<file path="config.mk">
export PLATFORM = sky130hd
export DESIGN_NAME = pdt_payload_io
export DESIGN_NICKNAME = d
export VERILOG_FILES = /design/src/rtl/pdt_payload_io.v /design/src/rtl/pdt_rx_chan.v
export VERILOG_INCLUDE_DIRS = /design/src /design/src/rtl
export SDC_FILE = /design/constraint.sdc
export NUM_CORES = 2
export LEC_CHECK = 0
export BUFFER_PORTS_ARGS = -buffer_cell sky130_fd_sc_hd__clkbuf_2
export CAP_MARGIN = 20
export CORE_ASPECT_RATIO = 0.6
export CORE_MARGIN = 2
export CORE_UTILIZATION = 60
export DETAILED_ROUTE_END_ITERATION = 8
export PLACE_DENSITY = 0.84
export SYNTH_ARGS = -nofsm -noshare
export SYNTH_HDL_FRONTEND = slang
export SYNTH_SLANG_ARGS = --single-unit
</file>
<file path="constraint.sdc">
create_clock -name clock -period 40.2 [get_ports clock]
set_input_delay 4.02 -clock clock [delete_from_list [all_inputs] [get_ports clock]]
set_output_delay 4.02 -clock clock [all_outputs]
set_load 0.01 [all_outputs]
</file>
<file path="src/rtl/pdt_defs.vh">
// constants for the payload discrete and telemetry block
// assumes a 100 MHz system clock; times are in ms or us as named
`ifndef PDT_DEFS_VH
`define PDT_DEFS_VH
`define PDT_CLK_MHZ        100
`define PDT_TICK_US        1000
`define PDT_TICK_CYC       (`PDT_CLK_MHZ * `PDT_TICK_US)
`define PDT_FIRE_MS        40
`define PDT_SKEW_NEAR_MS   0
`define PDT_SKEW_FAR_MS    80
`define PDT_CMD_MIN_MS     20
`define PDT_CMD_MAX_MS     10000
`define PDT_CMD_TOTAL_MS   50000
`define PDT_CMD_CHANGES    10
`define PDT_CMD_N          16
`define PDT_FIRE_N         8
`endif

</file>
<file path="src/rtl/pdt_payload_io.v">
// in-flight payload functions: firing pairs, command outputs, separation, telemetry
// assumes commands come from same-clock flight logic; pins are async
`timescale 1ns/1ns
`include "pdt_defs.vh"
module pdt_payload_io #(
   parameter TICK_CYC = `PDT_TICK_CYC,
   parameter W        = 8
) (
   input  wire                   clock,
   input  wire                   rst,
   input  wire                   skew_far,
   input  wire [`PDT_FIRE_N-1:0] fire_cmd,
   output reg  [`PDT_FIRE_N-1:0] fire_pri,
   output reg  [`PDT_FIRE_N-1:0] fire_bak,
   output wire [`PDT_FIRE_N-1:0] safe_pri,
   output wire [`PDT_FIRE_N-1:0] safe_bak,
   input  wire                   closure_mode,
   input  wire [`PDT_CMD_N-1:0]  cmd_req,
   output reg  [`PDT_CMD_N-1:0]  cmd_on,
   output wire [`PDT_CMD_N-1:0]  disc_drive,
   output wire [`PDT_CMD_N-1:0]  relay_close,
   output reg  [`PDT_CMD_N-1:0]  cmd_refused,
   input  wire [1:0]             sep_loop,
   output reg                    sep_flag,
   input  wire                   tm_sel,
   input  wire [1:0]             tm_clk,
   input  wire [1:0]             tm_data,
   output reg  [W-1:0]           tm_word,
   output reg                    tm_valid
);
   localparam FIRE_T  = `PDT_FIRE_MS;
   localparam FAR_T   = `PDT_SKEW_FAR_MS;
   localparam MIN_T   = `PDT_CMD_MIN_MS;
   localparam MAX_T   = `PDT_CMD_MAX_MS;
   localparam TOTAL_T = `PDT_CMD_TOTAL_MS;

   ////////////////////////////////////////////////////////////////////
   // ms tick divider
   reg [31:0] div_reg;
   reg        tick_reg;
   always @(posedge clock or posedge rst) begin
      if (rst) begin
         div_reg  <= 32'h0;
         tick_reg <= 1'h0;
      end else if (div_reg == TICK_CYC - 1) begin
         div_reg  <= 32'h0;
         tick_reg <= 1'h1;
      end else begin
         div_reg  <= div_reg + 32'h1;
         tick_reg <= 1'h0;
      end
   end

   ////////////////////////////////////////////////////////////////////
   // firing pairs, each independent
   reg                  mode_reg;
   reg [7:0]            fp_cnt  [0:`PDT_FIRE_N-1];
   reg [7:0]            fb_cnt  [0:`PDT_FIRE_N-1];
   reg [`PDT_FIRE_N-1:0] used_reg;
   // skew mode latched after reset so it cannot change mid-flight
   reg                  mode_set_reg;
   always @(posedge clock or posedge rst) begin
      if (rst) begin
         mode_reg     <= 1'h0;
         mode_set_reg <= 1'h0;
      end else if (!mode_set_reg) begin
         mode_reg     <= skew_far;
         mode_set_reg <= 1'h1;
      end
   end

   assign safe_pri = ~fire_pri;
   assign safe_bak = ~fire_bak;

   genvar i;
   generate
      for (i = 0; i < `PDT_FIRE_N; i = i + 1) begin : g_fire
         always @(posedge clock or posedge rst) begin
            if (rst) begin
               fp_cnt[i]   <= 8'h0;
               fb_cnt[i]   <= 8'h0;
               used_reg[i] <= 1'h0;
               fire_pri[i] <= 1'h0;
               fire_bak[i] <= 1'h0;
            end else begin
               if (fire_cmd[i] && !used_reg[i]) begin
                  used_reg[i] <= 1'h1;
                  fire_pri[i] <= 1'h1;
                  fp_cnt[i]   <= 8'h0;
                  fb_cnt[i]   <= 8'h0;
                  fire_bak[i] <= !mode_reg;
               end else if (used_reg[i] && tick_reg) begin
                  if (fire_pri[i]) begin
                     if (fp_cnt[i] == FIRE_T - 1)
                        fire_pri[i] <= 1'h0;
                     fp_cnt[i] <= fp_cnt[i] + 8'h1;
                  end
                  if (fb_cnt[i] != 8'hff)
                     fb_cnt[i] <= fb_cnt[i] + 8'h1;
                  if (mode_reg && fb_cnt[i] == FAR_T - 1)
                     fire_bak[i] <= 1'h1;
                  else if (fire_bak[i] && fb_cnt[i] ==
                           (mode_reg ? FAR_T + FIRE_T - 1 : FIRE_T - 1))
                     fire_bak[i] <= 1'h0;
               end
            end
         end
      end
   endgenerate

   ////////////////////////////////////////////////////////////////////
   // command outputs
   reg        closure_reg;
   reg        cfg_set_reg;
   reg [13:0] iv_cnt  [0:`PDT_CMD_N-1];
   reg [15:0] tot_cnt [0:`PDT_CMD_N-1];
   reg [3:0]  chg_cnt [0:`PDT_CMD_N-1];

   // one configuration for all sixteen, fixed after reset
   always @(posedge clock or posedge rst) begin
      if (rst) begin
         closure_reg <= 1'h0;
         cfg_set_reg <= 1'h0;
      end else if (!cfg_set_reg) begin
         closure_reg <= closure_mode;
         cfg_set_reg <= 1'h1;
      end
   end
   assign disc_drive  = closure_reg ? {`PDT_CMD_N{1'b0}} : cmd_on;
   assign relay_close = closure_reg ? cmd_on : {`PDT_CMD_N{1'b0}};

   generate
      for (i = 0; i < `PDT_CMD_N; i = i + 1) begin : g_cmd
         wire want_change = (cmd_req[i] != cmd_on[i]);
         wire min_ok      = (iv_cnt[i] >= MIN_T);
         wire chg_ok      = (chg_cnt[i] < `PDT_CMD_CHANGES);
         // a turn-on needs room for a full minimum interval in the budget
         wire accept      = want_change && min_ok && chg_ok &&
                            !(cmd_req[i] && tot_cnt[i] >= TOTAL_T - MIN_T);
         // forced off if interval or total on-time runs out; costs a change
         wire force_off   = cmd_on[i] && ((iv_cnt[i] >= MAX_T) ||
                                          (tot_cnt[i] >= TOTAL_T));
         always @(posedge clock or posedge rst) begin
            if (rst) begin
               cmd_on[i]      <= 1'h0;
               iv_cnt[i]      <= 14'h0;
               tot_cnt[i]     <= 16'h0;
               chg_cnt[i]     <= 4'h0;
               cmd_refused[i] <= 1'h0;
            end else begin
               cmd_refused[i] <= want_change && !accept && !force_off;
               if (force_off) begin
                  cmd_on[i]  <= 1'h0;
                  iv_cnt[i]  <= 14'h0;
                  chg_cnt[i] <= chg_cnt[i] + 4'h1;
               end else if (accept) begin
                  cmd_on[i]  <= cmd_req[i];
                  iv_cnt[i]  <= 14'h0;
                  chg_cnt[i] <= chg_cnt[i] + 4'h1;
               end else if (tick_reg) begin
                  if (iv_cnt[i] != 14'h3fff)
                     iv_cnt[i] <= iv_cnt[i] + 14'h1;
                  if (cmd_on[i])
                     tot_cnt[i] <= tot_cnt[i] + 16'h1;
               end
            end
         end
      end
   endgenerate

   ////////////////////////////////////////////////////////////////////
   // separation loops, synchronised; either loop open flags separation
   reg [1:0] sep_s1_reg;
   reg [1:0] sep_s2_reg;
   always @(posedge clock or posedge rst) begin
      if (rst) begin
         sep_s1_reg <= 2'h3;
         sep_s2_reg <= 2'h3;
         sep_flag   <= 1'h0;
      end else begin
         sep_s1_reg <= sep_loop;
         sep_s2_reg <= sep_s1_reg;
         if (sep_s2_reg != 2'h3)
            sep_flag <= 1'h1;
      end
   end

   ////////////////////////////////////////////////////////////////////
   // telemetry: two channels, only the selected one accepts
   reg          sel_s1_reg;
   reg          sel_reg;
   wire [W-1:0] w0;
   wire [W-1:0] w1;
   wire         v0;
   wire         v1;
   always @(posedge clock or posedge rst) begin
      if (rst) begin
         sel_s1_reg <= 1'h0;
         sel_reg    <= 1'h0;
         tm_word    <= {W{1'b0}};
         tm_valid   <= 1'h0;
      end else begin
         sel_s1_reg <= tm_sel;
         sel_reg    <= sel_s1_reg;
         tm_valid   <= sel_reg ? v1 : v0;
         if (sel_reg ? v1 : v0)
            tm_word <= sel_reg ? w1 : w0;
      end
   end

   // rate limit is the payload's side; 2 kBps is far below sampling
   pdt_rx_chan #(.W(W)) u_rx0 (
      .clock      (clock),
      .rst        (rst),
      .enable     (!sel_reg),
      .tm_clk     (tm_clk[0]),
      .tm_data    (tm_data[0]),
      .word       (w0),
      .word_valid (v0)
   );
   pdt_rx_chan #(.W(W)) u_rx1 (
      .clock      (clock),
      .rst        (rst),
      .enable     (sel_reg),
      .tm_clk     (tm_clk[1]),
      .tm_data    (tm_data[1]),
      .word       (w1),
      .word_valid (v1)
   );
endmodule // pdt_payload_io

</file>
<file path="src/rtl/pdt_rx_chan.v">
// one telemetry receive channel: syncs clock/data, shifts on rising clock
// assumes link clock far slower than the system clock
`timescale 1ns/1ns
module pdt_rx_chan #(
   parameter W = 8
) (
   input  wire         clock,
   input  wire         rst,
   input  wire         enable,
   input  wire         tm_clk,
   input  wire         tm_data,
   output reg  [W-1:0] word,
   output reg          word_valid
);
   reg [1:0]          clk_sync_reg;
   reg [1:0]          dat_sync_reg;
   reg                clk_prev_reg;
   reg [W-1:0]        shift_reg;
   reg [3:0]          count_reg;
   wire               rise;

   always @(posedge clock or posedge rst) begin
      if (rst) begin
         clk_sync_reg <= 2'h0;
         dat_sync_reg <= 2'h0;
      end else begin
         clk_sync_reg <= {clk_sync_reg[0], tm_clk};
         dat_sync_reg <= {dat_sync_reg[0], tm_data};
      end
   end

   // edge seen only on the second stage
   assign rise = clk_sync_reg[1] & ~clk_prev_reg;

   always @(posedge clock or posedge rst) begin
      if (rst) begin
         clk_prev_reg <= 1'h0;
         shift_reg    <= {W{1'b0}};
         count_reg    <= 4'h0;
         word         <= {W{1'b0}};
         word_valid   <= 1'h0;
      end else begin
         clk_prev_reg <= clk_sync_reg[1];
         word_valid   <= 1'h0;
         if (!enable) begin
            count_reg <= 4'h0;
         end else if (rise) begin
            shift_reg <= {shift_reg[W-2:0], dat_sync_reg[1]};
            if (count_reg == W - 1) begin
               count_reg  <= 4'h0;
               word       <= {shift_reg[W-2:0], dat_sync_reg[1]};
               word_valid <= 1'h1;
            end else begin
               count_reg <= count_reg + 4'h1;
            end
         end
      end
   end
endmodule // pdt_rx_chan

</file>
Yosys cells after proc, flatten, opt, wreduce, memory -nomap -nowiden
Index checks and enable logic that the tools add are counted.

Logic and storage cells: 1018. Output and inout port bits: 106. Register bits after elaboration: 830. Input bits: 35.

Reduce and logical (&&, ||, !) cells: 358. Mux-type cells: 259. Add/subtract/negate cells: 67. $lt $le $gt $ge: 80. Bitwise operators: 39. Eq/ne operators: 69.

Operators by type and width (number): 14-bit two-way mux (64); 16-bit greater-or-equal comparator, second input constant (32); 8-bit two-way mux (49); 16-bit by 1-bit adder with 16-bit output, second input constant (16); 14-bit by 1-bit adder with 14-bit output, second input constant (16); 8-bit by 32-bit == test with 1-bit output (7); 14-bit greater-or-equal comparator, second input constant (16); 14-bit by 5-bit greater-or-equal comparator with 1-bit output, second input constant (16); 14-bit inequality test, second input constant (16); 4-bit two-way mux (38); 1-bit logical AND (144); 8-bit by 1-bit adder with 8-bit output, second input constant (16); 3-bit nonzero test (40); 1-bit two-way mux (104); 2-bit AND reduction (42); 2-bit nonzero test (41); 4-bit by 1-bit adder with 4-bit output, second input constant (18); 8-bit by 6-bit == test with 1-bit output, second input constant (8); 8-bit by 7-bit == test with 1-bit output, second input constant (8); 4-bit less-than comparator, second input constant (16); 8-bit inequality test, second input constant (8); 4-bit AND reduction (16); 1-bit logical NOT (57); 1-bit inverter (35); 14 further kinds (49).

Logic depth before layout (Yosys ltp)
Depth after elaboration: 7. Depth in mapped cells: 10. Gate-level depth less buffers: 8.

Cells and area by module
From an unflattened synthesis, not the netlist that was laid out.

Cell total of the unflattened synthesis: 4085. Area total of the unflattened synthesis: 40739.1 um^2.

Modules (own cells, without submodules): pdt_payload_io (area an instance 38849.8 um^2, cells each 3967, times used 1, sequential area each 19523.7 um^2); pdt_rx_chan (area an instance 944.7 um^2, cells each 59, times used 2, sequential area each 625.6 um^2).

Worst setup path after synthesis
Ideal clock, no wire load.

Path type: input port to flip-flop. Start point: input cmd_req[2]. End point: register tot_cnt[219] (netlist bit). Buffers on the path: 2. Arrival time: 5569 ps. Library setup time: 124 ps. Cell stages on the path: 8. Data required time: 40076 ps. Slack: 34506 ps. Cell sequence: inv_1 a221o_1 o211ai_1 and3_1 clkbuf_1 clkbuf_1 nand3_1 xnor2_1.

Word-level cells in the longest chain between the ends: 6.

Ends and longest elaborated chain: from (decl) (RTL line pdt_payload_io.v:18) `` input wire [`PDT_CMD_N-1:0] cmd_req, ``; 1-bit inequality test (RTL line pdt_payload_io.v:134) `wire want_change = (cmd_req[i] != cmd_on[i]);`; 1-bit logical AND (2 in a row) (RTL line pdt_payload_io.v:138) `wire accept = want_change && min_ok && chg_ok &&`; 1-bit logical AND (*) (RTL line pdt_payload_io.v:138); 1-bit inverter (no source line) (*); 4-bit AND reduction (no source line) (*); to (signal, indexed assignment) (RTL line pdt_payload_io.v:164) `tot_cnt[i] <= tot_cnt[i] + 16'h1;`; to (decl) (RTL line pdt_payload_io.v:116) `` reg [15:0] tot_cnt [0:`PDT_CMD_N-1]; ``.

Mark *: on every way between the ends. The rest lies on a longest branch, timed or not. A chain may end at the register's enable or synchronous reset.

==> flow_summary.json <==
{
  "status": "completed",
  "tns_ns": 0,
  "nNetsFinal": 4448,
  "top_usage_layer": "met1",
  "row_count": 74,
  "cp_max_fo": 86,
  "clockBufferDepth": 3,
  "setup_ws_ns": 32.83,
  "portBuffers": 140,
  "postCtsSetupBuffers": 0,
  "ys.warnings.count": 0,
  "timing.max_cap.violations": 0,
  "worstPathCellList": "clkbuf_2 -> inv_8 -> buf_16 -> buf_4 -> buf_4 -> buf_4 -> buf_16 -> buf_4",
  "min_period_over_period_pct": 18.3,
  "antenna_found_initial": 2,
  "drt_iter0_drc": 2712,
  "grt_pass1_wl_mm": 147,
  "worstMarginPinSlew_ns": 1.04,
  "cp_slowest_stage_delay_ns": 0.85,
  "via_count": 31100,
  "slew_violations": 0,
  "synthCells": 4172,
  "grt_overflow_total": 0,
  "die_w_um": 343,
  "synth.distinct_cells": 93,
  "critical_path_class": "input port to asynchronous set/reset pin",
  "maxSlewHeadroom_pct": 30.0,
  "drtPass1Iterations": 6,
  "synth_area_um2": 41400,
  "postCtsHoldBufs": 0,
  "largest_reg_flops": 256,
  "use_met1_pct": 38.3,
  "vdd_ir_drop_max_mv": 0.0350,
  "cp-start-kind": "input port",
  "yosysSeqAreaShare_pct": 50.1,
  "fp.coreArea_um2": 68100,
  "hold_viol_final": 0,
  "placed_area_um2": 43100,
  "layout-drive-gt1-share_pct": 9.36,
  "htreeDepth": 3,
  "viasPerCell": 5.88,
  "use_met2_pct": 34.9,
  "cts_tree": "yes",
  "dp_hpwl_mm": 57.7,
  "synthFlopType": "dfrtp_1",
  "rsz0062_at_grt": "false",
  "yosysTopAreaCell": "dfrtp_1",
  "synth_edf_count": 0,
  "dieArea_um2": 71300,
  "wl_per_cell_um": 16.5,
  "fmaxAchievable_mhz": 136,
  "dp_worst_setup_slack_ns": 31.59,
  "regToRegSetupSlack_ns": 36.81,
  "stdcell_area_um2": 45900,
  "crit_arrival_ns": 8.06,
  "grt_pass1_vias": 29700,
  "start_util_pct": 60.8,
  "fin_crit_ns": 7.37,
  "hp-class": "flip-flop to flip-flop",
  "io_pins": 141,
  "synth-async-reset-ratio_pct": 100,
  "clock_sink_count": 830,
  "fin_util_pct": 67.4,
  "cpMostUsedCell": "buf_4",
  "wl_mm": 87.2,
  "crit_family": "buffers and inverters",
  "cts_root_buffer": "clkbuf_16",
  "yosys_register_bits": 830,
  "setup_viol": 0,
  "route.detailed.drc": 0,
  "grt_max_degree": 185,
  "die_h_um": 208,
  "met3_usage_pct": 4.01,
  "synth_top_area_share_pct": 49.9,
  "track_usage_pct": 24.5,
  "clkLatencyLatePin_ns": 0.64,
  "top_register": "tot_cnt",
  "area_delta_synth_final_pct": 10.8,
  "ant_nets": 0,
  "path_buf_inv": 8,
  "synthTopCellsByArea": "dfrtp_1, xnor2_1, xor2_1, nor2_1, nand3_1",
  "critical-path-slowest-cell": "buf_4",
  "reg_top3": "tot_cnt x256, iv_cnt x224",
  "crit_required_ns": 40.88,
  "place.gp.congestion": 0.868,
  "p_leak_nw": 20.9,
  "syn_nets": 4306,
  "numCtsBuffers": 78,
  "clock_skew_ns": 0.0231,
  "endpoint_kind": "asynchronous set/reset pin",
  "cts-resized-gates": 0,
  "clk_pin_slew_ns": 0.06,
  "avgSynthCellArea_um2": 9.93,
  "p_per_area_nw_per_um2": 39.7
}
final cells by class:
| cell class | count | area [um2] |
|---|---|---|
| clock inverters | 36 | 439 |
| well taps | 912 | 1140 |
| repair buffers | 173 | 1020 |
| diodes | 1 | 2.50 |
| multi-input cells | 3075 | 19600 |
| inverters | 156 | 593 |
| clock buffers | 109 | 2290 |
| fillers | 5102 | 22200 |
| flip-flops and latches | 830 | 20800 |
logic make-up (layout without fill, tap and decap cells):
group                      after synthesis  count (layout)  share of synthesized area (%)
muxes                                   87              87                           2.29
AOI/OAI and AO/OA                      433             433                           6.88
other                                    1               2                        0.00905
xor gates and xnor gates               576             576                           12.2
buffers and inverters                  267             474                           2.49
and+or+nand+nor                       1879            1879                           23.0
DFF                                    830             830                           50.1
adders and majority gates               99              99                           2.99
final timing paths:
path                                                  from                         endpoint  cells after the start
setup reg to reg                        tick_reg$_DFF_PP0_          tot_cnt[63]$_DFFE_PP0P_                      6
hold / removal             u_rx1.clk_sync_reg[0]$_DFF_PP0_  u_rx1.clk_sync_reg[1]$_DFF_PP0_                      0
setup / recovery                                       rst           fb_cnt[21]$_DFFE_PP0P_                      8
hold reg to reg            u_rx1.clk_sync_reg[0]$_DFF_PP0_  u_rx1.clk_sync_reg[1]$_DFF_PP0_                      0
min in group asynchronous                              rst         cmd_refused[0]$_DFF_PP0_                      2
max in group clock                 closure_reg$_DFFE_PP0N_                  relay_close[15]                      3
layout by cell type, fill, tap and decap left out, types with 10 or more instances in the layout:
master,count
and2_1,50
o211ai_1,12
a31oi_1,11
inv_1,155
nand4_1,184
o21ai_0,123
nor2b_1,25
mux2i_1,29
clkbuf_8,16
nor3_1,113
xor2_1,254
nand3_1,287
nand2_1,336
a211oi_1,10
clkbuf_16,81
or3_1,44
clkbuf_1,12
or2_2,15
and4_1,47
dfrtp_1,824
a21oi_1,97
clkbuf_2,140
o31ai_1,12
o21a_1,26
nand2b_1,27
ha_1,99
xnor2_1,322
or4_1,37
mux2_2,56
clkinv_2,17
nor4_1,80
and3_1,102
a41o_1,12
a41oi_1,12
buf_4,29
nor2_1,482
cells in the mapped netlist (all sizes together), types with 99 or more instances:
library cell	number
dfrtp	826
nand4	184
nor3	114
xor2	254
nor2	483
inv	156
nand2	336
and3	102
o21ai	126
ha	99
nand3	289
xnor2	322
per-stage QoR:
| step | instances | power [mW] | hold slack [ns] |
|---|---|---|---|
| global placement | 5141 | 1.04 | 0.333 |
| floorplan | 4172 | 1.01 | 0.331 |
| detailed placement | 5141 | 1.05 | 0.336 |
| finish | 5292 | 1.82 | 0.345 |
| global route | 5292 | 1.90 | 0.360 |
| CTS | 5286 | 1.84 | 0.346 |
routing by layer:
metal | vias to the layer above | wire [um]
li1 | 14900 | -
met1 | 15200 | 42800
met2 | 865 | 37800
met3 | 144 | 4610
met4 | 2 | 1980
met5 | - | 13
power breakdown:
group,switching (mW),internal [mW],total [mW]
sequential,0.0401,0.871,0.911
combinational,0.0744,0.0516,0.126
clock,0.328,0.459,0.787
Note: power is estimated with default switching activity, not from simulation.
